$ cat config.mk
export PLATFORM = sky130hd
export DESIGN_NAME = uart_err_irq
export DESIGN_NICKNAME = d
export VERILOG_FILES = /design/src/rtl/uart_err_pkg.sv /design/src/rtl/rx_frame_engine.sv /design/src/rtl/uart_err_irq.sv
export SDC_FILE = /design/constraint.sdc
export NUM_CORES = 1
export LEC_CHECK = 0
export BUFFER_PORTS_ARGS = -buffer_cell sky130_fd_sc_hd__buf_2
export CAP_MARGIN = 10
export CORE_ASPECT_RATIO = 0.8
export CORE_MARGIN = 2
export CORE_UTILIZATION = 45
export CTS_BUF_LIST = sky130_fd_sc_hd__clkbuf_8
export CTS_CLUSTER_DIAMETER = 150
export DETAILED_ROUTE_END_ITERATION = 16
export GPL_TIMING_DRIVEN = 1
export PLACE_DENSITY = 0.77
export SLEW_MARGIN = 20
export SYNTH_ARGS = -nofsm -noshare
export SYNTH_HDL_FRONTEND = slang
export SYNTH_SLANG_ARGS = --single-unit
$ cat constraint.sdc
create_clock -name mclk -period 6.5 [get_ports mclk]
set_clock_uncertainty 0.2 [all_clocks]
set_input_delay 0.325 -clock mclk [delete_from_list [all_inputs] [get_ports mclk]]
set_output_delay 0.325 -clock mclk [all_outputs]
set_load 0.005 [all_outputs]
$ cat src/rtl/uart_err_pkg.sv
package uart_err_pkg;

  // register offsets on the plain register port
  localparam logic [11:0] OFS_INT_SET  = 12'h304;
  localparam logic [11:0] OFS_INT_DIS  = 12'h308;
  localparam logic [11:0] OFS_ERR_SRC  = 12'h480;
  localparam logic [11:0] OFS_EVT_STAT = 12'h100;
  localparam logic [11:0] OFS_RX_DATA  = 12'h518;
  localparam logic [11:0] OFS_CONFIG   = 12'h56c;

  // implemented event fields of enable, disable and status
  localparam logic [31:0] INT_FIELDS = 32'h005a0397;
  localparam logic [31:0] WORD_RESET = 32'h0000_0000;

  // event bit positions
  localparam int BIT_CTS       = 0;
  localparam int BIT_CLEAR_TO_SEND_DEASSERTED_EVENT      = 1;
  localparam int BIT_BYTE_RX   = 2;
  localparam int BIT_RXBUF_END = 4;
  localparam int BIT_BYTE_TX   = 7;
  localparam int BIT_TXBUF_END = 8;
  localparam int BIT_ERROR     = 9;
  localparam int BIT_RX_TMO    = 17;
  localparam int BIT_RX_START  = 19;
  localparam int BIT_TX_START  = 20;
  localparam int BIT_TX_STOP   = 22;

  // error flag positions
  localparam int ERR_OVERRUN = 0;
  localparam int ERR_PARITY  = 1;
  localparam int ERR_FRAMING = 2;
  localparam int ERR_BREAK   = 3;

  // configuration fields and reset values
  localparam int            CFG_PAR_BIT = 0;
  localparam int            CFG_DIV_LSB = 4;
  localparam logic [11:0]   DIV_RESET   = 12'h0ae;
  localparam logic [31:0]   CFG_RESET   = 32'h0000_0ae0;

  // frame geometry in bit times
  localparam logic [3:0] DATA_BITS_LAST  = 4'h7;
  localparam logic [3:0] FRAME_BITS_NOPR = 4'ha;
  localparam logic [3:0] FRAME_BITS_PAR  = 4'hb;

  // error flags, laid out as in the error source word
  typedef struct packed {
    logic brk;
    logic framing;
    logic parity;
    logic overrun;
  } err_flags_type;

  // receiver states
  typedef enum logic [5:0] {
    RX_IDLE  = 6'b000001,
    RX_START = 6'b000010,
    RX_DATA  = 6'b000100,
    RX_PAR   = 6'b001000,
    RX_STOP  = 6'b010000,
    RX_WAITH = 6'b100000
  } rx_state_type;

endpackage

$ cat src/rtl/rx_frame_engine.sv
`timescale 1ns/1ns
`default_nettype none
module rx_frame_engine
  import uart_err_pkg::*;
(
  // clock and reset
  input  wire logic          mclk,
  input  wire logic          rst,
  // synchronised line and setup
  input  wire logic          rx_s,
  input  wire logic          par_en,
  input  wire logic [11:0]   div,
  // results
  output logic               start_p,
  output logic               done_p,
  output logic [7:0]         data,
  output err_flags_type      err
);

  rx_state_type st_r, st_nxt;       // frame state
  logic [11:0]  cnt_r, cnt_nxt;     // bit timer
  logic [3:0]   bit_r, bit_nxt;     // data bit index
  logic [7:0]   sh_r, sh_nxt;       // shift register
  logic         par_r, par_nxt;     // running parity
  logic         prev_r;             // line one cycle ago
  logic [15:0]  low_r, low_nxt;     // low run length
  logic         st_p, dn_p;         // next pulses
  logic         pe_p, fe_p, br_p;   // next error pulses
  wire          tick = (cnt_r == 12'h000);
  wire          fall = prev_r & ~rx_s;
  wire [15:0]   limit;

  // break threshold: one whole frame of bit times
  assign limit = 16'(div) *
    16'(par_en ? FRAME_BITS_PAR : FRAME_BITS_NOPR);

  // frame sequencer
  always_comb begin
    st_nxt  = st_r;
    cnt_nxt = tick ? cnt_r : cnt_r - 12'h001;
    bit_nxt = bit_r;
    sh_nxt  = sh_r;
    par_nxt = par_r;
    st_p = 1'b0;
    dn_p = 1'b0;
    pe_p = 1'b0;
    fe_p = 1'b0;
    unique case (st_r)
      RX_IDLE: if (fall) begin
        st_nxt  = RX_START;
        cnt_nxt = div >> 1;
        st_p    = 1'b1;
      end
      RX_START: if (tick) begin
        // glitch shorter than half a bit is dropped
        st_nxt  = rx_s ? RX_IDLE : RX_DATA;
        cnt_nxt = div - 12'h001;
        bit_nxt = 4'h0;
        par_nxt = 1'b0;
      end
      RX_DATA: if (tick) begin
        sh_nxt  = {rx_s, sh_r[7:1]};
        par_nxt = par_r ^ rx_s;
        bit_nxt = bit_r + 4'h1;
        cnt_nxt = div - 12'h001;
        if (bit_r == DATA_BITS_LAST) begin
          st_nxt = par_en ? RX_PAR : RX_STOP;
        end
      end
      RX_PAR: if (tick) begin
        pe_p    = par_r ^ rx_s;
        cnt_nxt = div - 12'h001;
        st_nxt  = RX_STOP;
      end
      RX_STOP: if (tick) begin
        dn_p   = 1'b1;
        fe_p   = ~rx_s;
        st_nxt = rx_s ? RX_IDLE : RX_WAITH;
      end
      RX_WAITH: if (rx_s) begin
        st_nxt = RX_IDLE;
      end
    endcase
  end

  // low run counter, saturating, flags once per run
  assign low_nxt = rx_s ? 16'h0000 :
    (&low_r ? low_r : low_r + 16'h0001);
  assign br_p = ~rx_s & (low_r == limit);

  // state and result registers
  always_ff @(posedge mclk or posedge rst) begin
    if (rst) begin
      st_r    <= RX_IDLE;
      cnt_r   <= 12'h000;
      bit_r   <= 4'h0;
      sh_r    <= 8'h00;
      par_r   <= 1'b0;
      prev_r  <= 1'b1;
      low_r   <= 16'h0000;
      start_p <= 1'b0;
      done_p  <= 1'b0;
      data    <= 8'h00;
      err     <= '0;
    end else begin
      st_r    <= st_nxt;
      cnt_r   <= cnt_nxt;
      bit_r   <= bit_nxt;
      sh_r    <= sh_nxt;
      par_r   <= par_nxt;
      prev_r  <= rx_s;
      low_r   <= low_nxt;
      start_p <= st_p;
      done_p  <= dn_p;
      data    <= dn_p ? sh_r : data;
      err     <= '{br_p, fe_p, pe_p, 1'b0};
    end
  end

endmodule // rx_frame_engine
`default_nettype wire

$ cat src/rtl/uart_err_irq.sv
// Overview of operation
// - disable write of one turns interrupt off
// - receive events have own disable fields
// - transmit events have own disable fields
// - clear-to-send and error events disable fields
// - error source readable, write one clears
// - start bit with unread byte: overrun
// - parity mismatch sets parity flag when enabled
// - missing stop bit sets framing flag
// - line low beyond frame sets break
// - error flag reads one until cleared
// - enable write of one turns interrupt on
`timescale 1ns/1ns
`default_nettype none
module uart_err_irq
  import uart_err_pkg::*;
(
  // clock and reset
  input  wire logic        mclk,
  input  wire logic        rst,
  // register port
  input  wire logic [11:0] reg_addr,
  input  wire logic [31:0] reg_wdata,
  input  wire logic        reg_wr,
  input  wire logic        reg_rd,
  output logic      [31:0] reg_rdata,
  // serial receive line
  input  wire logic        rx_pin,
  // event pulses from the neighbouring parts
  input  wire logic [31:0] ext_events,
  // interrupt
  output logic             irq
);

  ////////////////////////////////////////////////////////
  // declarations
  ////////////////////////////////////////////////////////

  logic          rx_meta_r;   // first sync stage
  logic          rx_sync_r;   // second sync stage
  logic [31:0]   en_r;        // shared enable state
  logic [31:0]   en_nxt;
  logic [31:0]   stat_r;      // sticky event status
  logic [31:0]   stat_nxt;
  err_flags_type err_r;       // error source flags
  err_flags_type err_nxt;
  logic [7:0]    hold_r;      // receive holding stage
  logic          full_r;      // holding stage unread
  logic          full_nxt;
  logic [31:0]   cfg_r;       // parity and divisor
  logic [31:0]   rd_val;      // read mux output

  // receiver results
  logic          rx_start;
  logic          rx_done;
  logic [7:0]    rx_data;
  err_flags_type rx_err;

  ////////////////////////////////////////////////////////
  // address decode
  ////////////////////////////////////////////////////////

  // write strobes per register
  wire wr_set = reg_wr & (reg_addr == OFS_INT_SET);
  wire wr_dis = reg_wr & (reg_addr == OFS_INT_DIS);
  wire wr_err = reg_wr & (reg_addr == OFS_ERR_SRC);
  wire wr_cfg = reg_wr & (reg_addr == OFS_CONFIG);

  // read strobes with side effects
  wire rd_stat = reg_rd & (reg_addr == OFS_EVT_STAT);
  wire rd_rxd  = reg_rd & (reg_addr == OFS_RX_DATA);

  // only implemented fields respond
  wire [31:0] set_bits = wr_set ?
    (reg_wdata & INT_FIELDS) : WORD_RESET;
  wire [31:0] clr_bits = wr_dis ?
    (reg_wdata & INT_FIELDS) : WORD_RESET;
  wire [3:0]  err_clr  = wr_err ?
    reg_wdata[3:0] : 4'h0;

  // configuration fields
  wire        par_en = cfg_r[CFG_PAR_BIT];
  wire [11:0] div    = cfg_r[CFG_DIV_LSB +: 12];

  ////////////////////////////////////////////////////////
  // receive line synchroniser
  ////////////////////////////////////////////////////////

  // two stages before any logic looks at the pin
  always_ff @(posedge mclk or posedge rst) begin
    if (rst) begin
      rx_meta_r <= 1'b1;
      rx_sync_r <= 1'b1;
    end else begin
      rx_meta_r <= rx_pin;
      rx_sync_r <= rx_meta_r;
    end
  end

  ////////////////////////////////////////////////////////
  // frame receiver
  ////////////////////////////////////////////////////////

  rx_frame_engine u_rx (
    .mclk    (mclk),
    .rst     (rst),
    .rx_s    (rx_sync_r),
    .par_en  (par_en),
    .div     (div),
    .start_p (rx_start),
    .done_p  (rx_done),
    .data    (rx_data),
    .err     (rx_err)
  );

  ////////////////////////////////////////////////////////
  // error source
  ////////////////////////////////////////////////////////

  // start bit while previous byte unread
  wire ovr_hit = rx_start & full_r;

  // new error pulses this cycle
  wire [3:0] err_hit = {rx_err.brk, rx_err.framing,
                        rx_err.parity, ovr_hit};

  // any new error raises the error event
  wire err_evt = |err_hit;

  // write one clears, zero keeps, a set wins
  assign err_nxt = (err_r & ~err_clr) | err_hit;

  ////////////////////////////////////////////////////////
  // holding stage
  ////////////////////////////////////////////////////////

  // a finished byte fills it, a data read empties it
  assign full_nxt = rx_done | (full_r & ~rd_rxd);

  ////////////////////////////////////////////////////////
  // interrupt enable and status
  ////////////////////////////////////////////////////////

  // set and clear share one enable state
  assign en_nxt = (en_r | set_bits) & ~clr_bits;

  // internal sources join the neighbours' pulses
  wire [31:0] evt_in = ext_events
    | (32'(rx_done) << BIT_BYTE_RX)
    | (32'(err_evt) << BIT_ERROR);

  // read clears the sticky bits; an event wins
  assign stat_nxt = (rd_stat ? WORD_RESET : stat_r)
    | (evt_in & INT_FIELDS);

  ////////////////////////////////////////////////////////
  // read mux
  ////////////////////////////////////////////////////////

  // both enable offsets show enable state
  assign rd_val =
    (reg_addr == OFS_INT_SET)  ? en_r :
    (reg_addr == OFS_INT_DIS)  ? en_r :
    (reg_addr == OFS_ERR_SRC)  ? {28'h0, err_r} :
    (reg_addr == OFS_EVT_STAT) ? stat_r :
    (reg_addr == OFS_RX_DATA)  ? {24'h0, hold_r} :
    (reg_addr == OFS_CONFIG)   ? cfg_r :
    WORD_RESET; // unmapped reads as zero

  ////////////////////////////////////////////////////////
  // state registers
  ////////////////////////////////////////////////////////

  // control and status
  always_ff @(posedge mclk or posedge rst) begin
    if (rst) begin
      en_r   <= WORD_RESET;
      stat_r <= WORD_RESET;
      err_r  <= '0;
      full_r <= 1'b0;
    end else begin
      en_r   <= en_nxt;
      stat_r <= stat_nxt;
      err_r  <= err_nxt;
      full_r <= full_nxt;
    end
  end

  // data and configuration
  always_ff @(posedge mclk or posedge rst) begin
    if (rst) begin
      hold_r <= 8'h00;
      cfg_r  <= CFG_RESET;
    end else begin
      hold_r <= rx_done ? rx_data : hold_r;
      cfg_r  <= wr_cfg ? reg_wdata : cfg_r;
    end
  end

  // outputs straight from flops
  always_ff @(posedge mclk or posedge rst) begin
    if (rst) begin
      reg_rdata <= WORD_RESET;
      irq       <= 1'b0;
    end else begin
      reg_rdata <= reg_rd ? rd_val : WORD_RESET;
      irq       <= |(stat_nxt & en_nxt);
    end
  end
endmodule // uart_err_irq
`default_nettype wire

* Word-level counts from Yosys, hierarchy flattened
Cells that the tools add are included.
** Cells by class
- Bitwise logic cells :: 24
- $mul :: 1
- Shift-type cells :: 0
- Divide/modulo/power cells :: 0
- Equality and inequality tests :: 22
- Mux-type cells :: 43
- Add/sub/neg operators :: 4
- Order comparisons :: 0
- Reductions and logical operators :: 9
** Operator list (count)
- $mux 32 :: 8
- $and 32x32->32 :: 2
- $or 32x23->32 :: 2
- $mux 6 :: 8
- $mux 23 :: 2
- $eq 12x11->1 const B :: 3
- $mux 12 :: 3
- $pmux 6 s6 :: 1
- $mux 16 :: 2
- $not 23->32 :: 1
- $reduce_or 32->1 :: 1
- $eq 12x10->1 const B :: 2
- $pmux 12 s2 :: 1
- $sub 12x1->12 const B :: 2
- $or 23x10->23 :: 1
- $or 23x3->23 :: 1
- $add 16x1->16 const B :: 1
- $eq 16x16->1 :: 1
- $mul 12x16->16 :: 1
- $reduce_and 16->1 :: 1
- $eq 12x9->1 const B :: 1
- $logic_not 12->1 :: 1
- $mux 4 :: 3
- $ne 2x1->1 const B :: 6
- other kinds (27) :: 48
** Storage, ports and cells
- Bits in read-only memories :: 0
- Register bits after elaboration :: 205
- Memories :: 0
- Output and inout port bits :: 33
- Logic and storage cells :: 129
- Bits in latches :: 0
- Memory bits (writable) :: 0
- Input bits :: 81

* Depth between registers and ports, before layout
Gate-level depths: netlist of run 1.
- Word-level depth :: 8
- Mapped depth :: 13
- Mapped depth without buffers :: 12

* By module
A second synthesis of run 1 with hierarchy kept.
** Second synthesis, totals
- Cell total of the unflattened synthesis :: 823
- Area, all modules :: 8592.0 sq um
** Modules (own cells, without submodules)
- rx_frame_engine :: sequential area each 1529.0 sq um, cells an instance 510, times used 1, area each 4486.8 sq um
- uart_err_irq :: sequential area each 2561.2 sq um, cells an instance 313, times used 1, area each 4105.2 sq um

* Worst setup path before layout of run 1
No wires, ideal clock.
- Path type :: flip-flop to flip-flop
- From :: register cfg_r[11]
- To :: register u_rx.err[3] in the netlist's numbering
- Arrival :: 2.998 ns
- Library setup time :: 0.101 ns
- Slack :: 3.201 ns
- Cell stages (with the launch flop) :: 13
- Cells stage by stage :: dfstp_2 > clkbuf_1 > nand2_1 > fa_1 > inv_1 > ha_1 > clkbuf_1 > nand4b_1 > and3_1 > o31a_1 > o21ai_0 > xnor2_1 > nor4_1
** Between the ends
- Longest elaborated chain between the ends :: 3
** Ends and longest elaborated chain
- start, declared :: line uart_err_irq.sv:50 : logic [31:0] cfg_r;
- start signal, assigned :: line uart_err_irq.sv:196 : cfg_r <= wr_cfg ? reg_wdata : cfg_r;
- $mul 12x16->16 :: line rx_frame_engine.sv:34 : assign limit = 16'(div) *
- $eq 16x16->1 :: line rx_frame_engine.sv:89 : assign br_p = ~rx_s & (low_r == limit);
- $and 1x1->1 :: line rx_frame_engine.sv:89
- via u_rx.br_p :: line rx_frame_engine.sv:28 : logic pe_p, fe_p, br_p;
- end signal, assigned :: line rx_frame_engine.sv:116 : err <= '{br_p, fe_p, pe_p, 1'b0};
- end, declared :: line rx_frame_engine.sv:17 : output err_flags_type err
The timed path passes the listed nets, and every way through them passes these cells.
A chain may end at the register's enable or synchronous reset.

* Worst setup path in the final report of run 1
Same ends and word-level chain as after synthesis.

==> flow_metrics.py, run 1 <==
metrics = {
    "cells_and_area": {
        "final_util_pct": 53.8,
        "area_growth_pct": 17.6,
        "diodes": 0,
        "fin_area_sq_um": 10200,
        "fillCellCount": 1646,
        "drive_gt1_share_pct": 20.0,
        "nNetsFinal": 1111,
        "seq_area_sq_um": 4090,
        "multi_input_area_sq_um": 4220,
    },
    "place": {
        "routabilityCongestion": 0.916,
        "placed_area_sq_um": 9330,
        "pre_cts_slack_ps": 2470,
        "hpwl_um": 13600,
        "numPortBuffers": 92,
    },
    "clock_tree": {
        "cts_made_buffers": 17,
        "clk_pin_slew_ps": 90,
        "htree_levels": 4,
        "clock_sinks": 163,
        "cts-resized-gates": 0,
        "clk_latency_ps": 470,
        "cts_max_path_buffers": 2,
        "cts_tree": "yes",
        "clockRootBuffer": "clkbuf_8",
    },
    "sta": {
        "fin_crit_ps": 4230,
        "rsz0062_at_grt": "false",
        "final-hold-violation-count": 0,
        "slew_headroom_pct": 38.8,
        "tns_ps": 0,
        "layout_setup_ws_ps": 2270,
        "max_slew.worst_pin.slew_ps": 910,
        "fmax_mhz": 236,
        "layout_worst_path_cycle_share_pct": 65.1,
        "setup_viol": 0,
        "slew_viol_final": 0,
    },
    "synth": {
        "ys.flop_type": "dfrtp_1",
        "syn_area_sq_um": 8660,
        "ys_seq_area_share_pct": 47.2,
        "ys_async_sr_fraction_pct": 100,
        "synth_top_area_share_pct": 44.5,
        "synth_most_common_cell": "dfrtp_1",
        "ys_warn_count": 0,
        "synth_top_cell_by_area": "dfrtp_1",
        "synth_nets": 986,
        "synth_commonest_cells": "154 x dfrtp_1, 121 x nand2_1, 55 x a21oi_1, 50 x inv_1, 44 x nor2_1",
        "synth_edf_count": 0,
        "synth_cell_type_count": 70,
        "syn_inst": 864,
        "ys_ff_latch": 163,
        "yosys-top-cells-area": "dfrtp_1 44%, mux2_2 5.3%, nand2_1 5.2%, ha_1 4.6%, a21oi_1 3.2%",
        "syn_area_per_cell_sq_um": 10.0,
    },
    "power": {
        "p_total_mw": 2.24,
        "internal_power_mw": 1.57,
        "power.density_nw_per_um2": 220,
        "ir_worst_vdd_mv": 0.142,
        "cellLeakagePower_nw": 4.95,
        "power_switching_mw": 0.671,
        "power_frac_seq_pct": 50.2,
        "combPwrFrac_pct": 15.4,
        "clock_power_share_pct": 34.4,
        "swShare_pct": 30.0,
    },
    "run": {
        "max-cap-violations": 0,
    },
    "setup_path": {
        "crit_required_ps": 6580,
        "crit_path_top_delay_cell": "dfstp_2",
        "worst-path-max-fanout": 11,
        "crit_path_max_incr_delay_ps": 660,
        "crit_path_start_kind": "flop",
        "worstSetupPathType": "reg -> reg",
        "cp.buffers_inverters": 2,
        "path_delay_family": "adder cells",
        "endpoint_kind": "flop",
        "crit_chain": "ha_1, inv_1, fa_1, inv_1, ha_1, a21oi_1, nand2_1, o311ai_0, nand2b_1, a21oi_1, xnor2_1, nor4_1",
        "worstPathArrival_ps": 4320,
    },
    "routing": {
        "vias": 6947,
        "routedWlPerCell_um": 15.8,
        "drt_wl_total_um": 20000,
        "drtIter0Drc": 666,
        "dr.pass1.iters": 7,
        "post-route-drc-count": 0,
        "viasPerCell": 5.51,
        "ant_nets": 0,
    },
    "floorplanning": {
        "fp.dieW_um": 159,
        "die_h_um": 128,
        "fp-row-count": 45,
        "boundaryPins": 114,
        "dieArea_sq_um": 20400,
        "core_sq_um": 18900,
        "initial_core_util_pct": 45.8,
    },
    "grt": {
        "grt_max_degree": 97,
        "grt_usage_pct": 20.0,
        "grt_pass1_vias": 6670,
        "grt_overflow": 0,
        "grt_first_pass_wirelength_um": 32900,
        "antenna_found_initial": 0,
    },
    "hold_path": {
        "hold_path_class": "in -> reg",
    },
    "run_status": {
        "status": "finished, final reports clean",
    },
}
==> worst reg2reg max path, cell delays in order, from the launching register on <==
cell	delay (ps)
dfstp_2	660
ha_1	160
inv_1	60
fa_1	540
inv_1	50
ha_1	390
a21oi_1	310
nand2_1	130
o311ai_0	590
nand2b_1	110
a21oi_1	190
xnor2_1	90
nor4_1	610
==> cells in the final DEF, fill, tap and decap left out, types with 5 or more instances in the layout <==
cell / count
a21oi_1: 55
nor2b_1: 13
or3_1: 10
buf_4: 5
a22oi_1: 15
nand2_1: 121
nor2_1: 43
a222oi_1: 6
buf_2: 92
dfstp_2: 9
nand3_1: 18
a21o_1: 5
fa_1: 9
and2_1: 5
nand2b_1: 5
xor2_1: 20
a211oi_1: 11
nand4_1: 7
ha_1: 32
xnor2_1: 28
o21ai_0: 27
o22ai_1: 10
nor3_1: 17
and3_1: 22
dlygate4sd3_1: 45
inv_6: 7
clkbuf_8: 17
inv_1: 51
dfrtp_1: 154
mux2_2: 41
nor4_1: 7
==> final timing paths <==
path	end	cells after the start	start	slack, ps
worst max-delay path	u_rx.err[3]	12	cfg_r[11]	2270
worst min-delay path	reg_rdata[3]	4	reg_addr[8]	20
worst max register to register	u_rx.err[3]	12	cfg_r[11]	2270
worst min register to register	rx_sync_r	0	rx_meta_r	160
max in group asynchronous	u_rx.low_r[0]	4	rst	4310
min in group asynchronous	cfg_r[26]	3	rst	390
==> per-stage QoR <==
| step | instances | hold slack, ps |
|---|---|---|
| 6_report | 1260 | 20.2 |
| 2_1_floorplan | 864 | 129 |
| 4_1_cts | 1260 | 0.288 |
| 5_1_grt | 1260 | 10.5 |
| 3_3_place_gp | 1183 | 146 |
| 3_5_place_dp | 1183 | 151 |
==> area by class of cell <==
| cell class | count | share of cell area, % |
|---|---|---|
| clock inverters | 15 | 1.66 |
| well taps | 258 | 3.17 |
| repair buffers | 142 | 9.31 |
| inverters | 52 | 1.97 |
| flip-flops and latches | 163 | 40.1 |
| clock buffers | 17 | 2.30 |
| multi-input cells | 613 | 41.5 |
==> metal layers <==
metal / vias up / global-route usage (%) / wire [um]
li1: 3298 / - / -
met1: 3387 / 28.2 / 9270
met2: 232 / 30.4 / 8930
met3: 30 / 5.18 / 1410
met4: 0 / 6.31 / 340
met5: - / 0 / 0
==> cells by family after synthesis <==
kind of cell    after synthesis  share of synthesized area (%)
fa+ha+maj                    41                           6.70
mux                          43                           5.56
xor+xnor                     48                           4.85
buf+inv                      88                           4.06
simple gates                305                           18.3
flops                       163                           47.2
compound gates              176                           13.3
==> state kept, by name, indices dropped and copies added, names as in the netlist <==
| register | flops |
|---|---|
| u_rx.bit_r | 4 |
| u_rx.low_r | 16 |
| hold_r | 8 |
| u_rx.err | 3 |
| u_rx.start_p | 1 |
| u_rx.par_r | 1 |
| en_r | 11 |
| rx_meta_r | 1 |
| full_r | 1 |
| u_rx.sh_r | 8 |
| stat_r | 11 |
| reg_rdata | 32 |
| irq | 1 |
| u_rx.prev_r | 1 |
| rx_sync_r | 1 |
| err_r | 4 |
| u_rx.st_r | 6 |
| cfg_r | 32 |
| u_rx.cnt_r | 12 |
| u_rx.data | 8 |
| u_rx.done_p | 1 |
==> power by group through the flow <==
stage | Clock (mW) | Combinational [mW] | Sequential, mW
6_report | 0.770 | 0.344 | 1.12
3_3_place_gp | 0 | 0.307 | 1.14
5_1_grt | 0.831 | 0.383 | 1.13
4_1_cts | 0.782 | 0.339 | 1.12
3_5_place_dp | 0 | 0.317 | 1.14
2_1_floorplan | 0 | 0.245 | 1.11
==> timing repair <==
action	in CTS	in global routing
hold buffers	45	0
buffers inserted	0	0
endpoints found under the setup margin	0	0
endpoints found under the hold margin	153	0
Power figures use the tool's default switching activity.
==> run 2: changes to the inputs <==
==> constraint.sdc (replaced) <==
create_clock -name mclk -period 4.35 [get_ports mclk]
set_clock_uncertainty 0.2 [all_clocks]
set_input_delay 0.2175 -clock mclk [delete_from_list [all_inputs] [get_ports mclk]]
set_output_delay 0.2175 -clock mclk [all_outputs]
set_load 0.005 [all_outputs]
==> flow_metrics.py, run 2 (synthesis results as in run 1) <==
metrics = {
    "run_status": {
        "status": "finished, final reports clean",
    },
    "floorplanning": {
        "core_sq_um": 18900,
        "boundaryPins": 114,
        "fp.dieW_um": 159,
        "initial_core_util_pct": 45.8,
        "die_h_um": 128,
        "fp-row-count": 45,
        "dieArea_sq_um": 20400,
    },
    "sta": {
        "rsz0062_at_grt": "false",
        "final-hold-violation-count": 0,
        "setup_viol": 0,
        "slew_viol_final": 0,
        "fin_crit_ps": 3730,
        "max_slew.worst_pin.slew_ps": 877,
        "layout_worst_path_cycle_share_pct": 85.8,
        "slew_headroom_pct": 41.5,
        "whs_ps": 27.8,
        "fmax_mhz": 268,
        "tns_ps": 0,
    },
    "setup_path": {
        "crit_path_top_delay_cell": "dfrtp_1",
        "worst-path-max-fanout": 16,
        "endpoint_kind": "flop",
        "worstPathArrival_ps": 3900,
        "ff2ff_setup_slack_ps": 620,
        "crit_path_start_kind": "flop",
        "crit_required_ps": 4520,
        "crit_path_max_incr_delay_ps": 740,
        "worstSetupPathType": "reg -> reg",
        "cpMostUsedCell": "o21ai_0",
        "crit_chain": "nand2_1, fa_1, inv_1, ha_1, o211ai_1, o21ai_0, o21ai_0, a2111oi_0, nand4_1, nor4_1",
    },
    "place": {
        "numPortBuffers": 92,
        "routabilityCongestion": 0.869,
        "hpwl_um": 13300,
    },
    "power": {
        "combPwrFrac_pct": 15.8,
        "clock_power_share_pct": 32.9,
        "power_switching_mw": 0.993,
        "cellLeakagePower_nw": 4.97,
        "power.density_nw_per_um2": 320,
        "ir_worst_vdd_mv": 0.176,
        "internal_power_mw": 2.28,
        "swShare_pct": 30.3,
        "p_total_mw": 3.28,
        "power_frac_seq_pct": 51.3,
    },
    "routing": {
        "routedWlPerCell_um": 15.8,
        "viasPerCell": 5.53,
        "drtIter0Drc": 648,
        "wl_met2_um": 9100,
        "wl_met1_um": 9360,
        "wl_met3_um": 1230,
        "dr.pass1.iters": 8,
        "ant_nets": 0,
        "post-route-drc-count": 0,
        "drt_wl_total_um": 20000,
        "vias": 7011,
        "highest_layer": "met4",
    },
    "grt": {
        "grt_overflow": 0,
        "antenna_found_initial": 0,
        "grt_max_degree": 164,
        "grt_first_pass_wirelength_um": 32900,
        "grt_pass1_vias": 6546,
        "grt_usage_pct": 20.0,
    },
    "clock_tree": {
        "cts_made_buffers": 17,
        "htree_levels": 4,
        "cts_max_path_buffers": 2,
        "clk_latency_ps": 460,
        "clockRootBuffer": "clkbuf_8",
        "clk_pin_slew_ps": 90,
        "cts_tree": "yes",
        "cts-resized-gates": 0,
        "postCtsSetupRepairBufs": 0,
        "clock_sinks": 163,
    },
    "cells_and_area": {
        "drive_gt1_share_pct": 20.1,
        "area_growth_pct": 18.2,
        "layout_commonest_cell": "dfrtp_1",
        "reg_top3": "cfg_r x32, reg_rdata x32, u_rx.low_r x16",
        "final_util_pct": 54.1,
        "final_cell_mix": "154 x dfrtp_1, 121 x nand2_1, 92 x buf_2",
        "nNetsFinal": 1117,
    },
    "run": {
        "max-cap-violations": 0,
    },
    "hold_path": {
        "hold_path_class": "in -> reg",
    },
}
run 2: cell count changes in the layout (fill, tap and decap cells not counted), moves of 3 or more:
| cell | before | now |
|---|---|---|
| clkinv_4 | 0 | 3 |
| dlygate4sd3_1 | 45 | 49 |
| clkinv_2 | 0 | 3 |
| inv_6 | 7 | 4 |
run 2: area by class of cell:
class                      count  area, sq um
antenna                        1         2.50
clock buffer                  17          234
clock inverter                15          149
fill                        1630         8680
inverter                      52          199
multi-input combinational    613         4220
sequential                   163         4090
tap                          258          323
timing repair buffer         148         1020
run 2: path summary, 6_finish.rpt:
| path | cells after the start | startpoint | end |
|---|---|---|---|
| max reg2reg | 10 | cfg_r[0] | u_rx.err[3] |
| min in group asynchronous | 4 | rst | reg_rdata[26] |
| min reg2reg | 0 | rx_meta_r | rx_sync_r |
| max | 10 | cfg_r[0] | u_rx.err[3] |
| max in group asynchronous | 4 | rst | u_rx.cnt_r[1] |
| min | 4 | reg_addr[1] | reg_rdata[1] |
run 2: power by group through the flow:
stage	clock (mW)	sequential [mW]	combinational (mW)
after floorplan	0	1.66	0.367
after global placement	0	1.70	0.460
after detailed placement	0	1.70	0.472
after CTS	1.10	1.68	0.507
after global routing	1.16	1.69	0.575
final	1.08	1.68	0.518
run 2: metrics by stage:
stage	area (sq um)	setup WS (ps)	std cells
2_1_floorplan	8670	1050	864
3_3_place_gp	9360	722	1185
3_5_place_dp	9360	669	1185
4_1_cts	10200	653	1266
5_1_grt	10200	324	1266
6_report	10200	619	1267
run 2: critical path: cells and delay by family (launching register included):
family	cells	cell delay, ps
adders and majority gates	2	940
and+or+nand+nor	3	610
buffers and inverters	1	40
DFF	1	740
AOI/OAI and AO/OA	4	1090
run 2: timing repair:
item	4_1_cts	5_1_grt
hold buffers	49	0
endpoints found under the hold margin	217	0
endpoints found under the setup margin	0	0
run 2: layer usage:
| metal | vias up | track usage (%) |
|---|---|---|
| met3 | 38 | 3.07 |
| li1 | 3311 | - |
| met5 | - | 0 |
| met4 | 0 | 7.38 |
| met2 | 255 | 30.8 |
| met1 | 3407 | 28.7 |
==> run 3: changes to the inputs <==
--- a/config.mk
+++ b/config.mk
@@ -14,7 +14,7 @@
 export CTS_CLUSTER_DIAMETER = 150
 export DETAILED_ROUTE_END_ITERATION = 16
 export GPL_TIMING_DRIVEN = 1
-export PLACE_DENSITY = 0.77
+export PLACE_DENSITY_LB_ADDON = 0.05
 export SLEW_MARGIN = 20
 export SYNTH_ARGS = -nofsm -noshare
 export SYNTH_HDL_FRONTEND = slang
==> flow_metrics.py, run 3 (synthesis results as in run 1) <==
metrics = {
    "setup_path": {
        "cp-startpoint": "cfg_r[11]",
        "crit_path_max_incr_delay_ps": 660,
        "worstSetupPathType": "reg -> reg",
        "worst-path-max-fanout": 11,
        "endpoint_kind": "flop",
        "crit_path_top_delay_cell": "dfstp_2",
        "reg2reg_from": "cfg_r[11]",
        "cp.buffers_inverters": 2,
        "crit_required_ps": 4510,
        "crit_path_start_kind": "flop",
        "path_delay_family": "adder cells",
        "crit_chain": "ha_1, inv_1, fa_1, inv_1, ha_1, a21oi_1, nand2_1, o311ai_0, nand2b_1, a21oi_1, xnor2_1, nor4_1",
        "worstPathArrival_ps": 3970,
    },
    "power": {
        "ir_worst_vdd_mv": 0.168,
        "power.density_nw_per_um2": 322,
        "cellLeakagePower_nw": 4.98,
    },
    "run": {
        "max-cap-violations": 0,
    },
    "routing": {
        "dr.pass1.iters": 6,
        "drt_wl_total_um": 21100,
        "ant_nets": 0,
        "drtIter0Drc": 481,
        "routedWlPerCell_um": 16.7,
        "vias": 7045,
        "post-route-drc-count": 0,
        "viasPerCell": 5.56,
    },
    "cells_and_area": {
        "fin_area_sq_um": 10300,
        "seq_area_sq_um": 4090,
        "layout_commonest_cell": "dfrtp_1",
        "multi_input_area_sq_um": 4220,
        "area_growth_pct": 18.4,
        "fillCellCount": 1735,
        "nNetsFinal": 1120,
        "drive_gt1_share_pct": 20.2,
        "diodes": 0,
        "reg_top3": "cfg_r x32, reg_rdata x32, u_rx.low_r x16",
        "final_cell_mix": "154 x dfrtp_1, 121 x nand2_1, 92 x buf_2",
    },
    "floorplanning": {
        "boundaryPins": 114,
        "initial_core_util_pct": 45.8,
        "fp.dieW_um": 159,
        "core_sq_um": 18900,
        "die_h_um": 128,
        "fp-row-count": 45,
        "dieArea_sq_um": 20400,
    },
    "sta": {
        "slew_viol_final": 0,
        "fmax_mhz": 262,
        "max_slew.worst_pin.slew_ps": 996,
        "fin_crit_ps": 3810,
        "layout_worst_path_cycle_share_pct": 87.6,
        "slew_headroom_pct": 33.6,
        "tns_ps": 0,
        "layout_setup_ws_ps": 539,
        "rsz0062_at_grt": "false",
        "whs_ps": 48.9,
        "setup_viol": 0,
        "final-hold-violation-count": 0,
    },
    "hold_path": {
        "hold_path_class": "in -> reg",
        "holdCritStartpoint": "reg_addr[6]",
    },
    "clock_tree": {
        "cts_max_path_buffers": 2,
        "clk_pin_slew_ps": 90,
        "cts_made_buffers": 17,
        "cts-resized-gates": 0,
        "clockRootBuffer": "clkbuf_8",
        "clk_latency_ps": 460,
        "clock_sinks": 163,
        "htree_levels": 4,
        "cts_tree": "yes",
    },
    "place": {
        "routabilityCongestion": 0.842,
        "numPortBuffers": 92,
        "hpwl_um": 14500,
        "placed_area_sq_um": 9370,
        "pre_cts_slack_ps": 520,
    },
    "grt": {
        "antenna_found_initial": 0,
        "grt_overflow": 0,
        "grt_pass1_vias": 6875,
        "grt_max_degree": 164,
        "grt_first_pass_wirelength_um": 34700,
        "grt_usage_pct": 21.3,
    },
    "run_status": {
        "status": "finished, final reports clean",
    },
}
==> run 3: changes by cell type in the layout (fill, tap and decap cells not counted), moves of 2 or more <==
cell,change
dlygate4sd3_1,+2
clkinv_4,-2
clkinvlp_4,+3
clkbuf_8,+2
==> run 3: power breakdown <==
group	switching, mW	internal (mW)	total (mW)
combinational	0.285	0.232	0.518
sequential	0.0983	1.58	1.68
clock	0.613	0.491	1.10
total	0.996	2.31	3.30
==> run 3: worst reg2reg max path, stage by stage (launching register included) <==
cell and delay [ps]:
dfstp_2 660, ha_1 160, inv_1 50, fa_1 530, inv_1 40, ha_1 400, a21oi_1 340, nand2_1 140
o311ai_0 520, nand2b_1 120, a21oi_1 200, xnor2_1 80, nor4_1 280
==> run 3: per-stage QoR <==
stage	instances	utilization, %	power, mW
4_1_cts	1268	54.2	3.34
3_3_place_gp	1186	49.5	2.17
2_1_floorplan	864	-	2.03
5_1_grt	1268	54.2	3.48
3_5_place_dp	1186	49.5	2.19
6_report	1268	54.2	3.30
==> run 3: final cells by class <==
| type | count | share of cell area, % |
|---|---|---|
| repair buffers | 151 | 10.2 |
| well taps | 258 | 3.15 |
| clock buffers | 19 | 2.55 |
| multi-input cells | 613 | 41.2 |
| clock inverters | 12 | 1.17 |
| inverters | 52 | 1.94 |
| flip-flops and latches | 163 | 39.9 |
==> run 3: timing repair <==
action | CTS | global route
hold buffers | 51 | 0
hold endpoints to repair | 217 | 0
setup buffers | 0 | 0
==> run 3: final timing paths <==
kind	slack (ps)	to	cells after the start
min in group asynchronous	240	reg_rdata[21]	4
hold reg to reg	160	rx_sync_r	0
max in group asynchronous	2870	u_rx.low_r[2]	4
hold / removal	50	reg_rdata[5]	4
setup reg to reg	540	u_rx.err[3]	12
setup / recovery	540	u_rx.err[3]	12
==> run 3: layer usage <==
layer  track usage (%)  routed length, um  share of wire (%)
met3              3.69                803                3.8
met2              34.7               9880                 47
met4              6.90                326                1.5
met1              29.3              10100                 48
met5                 0                  0                  0
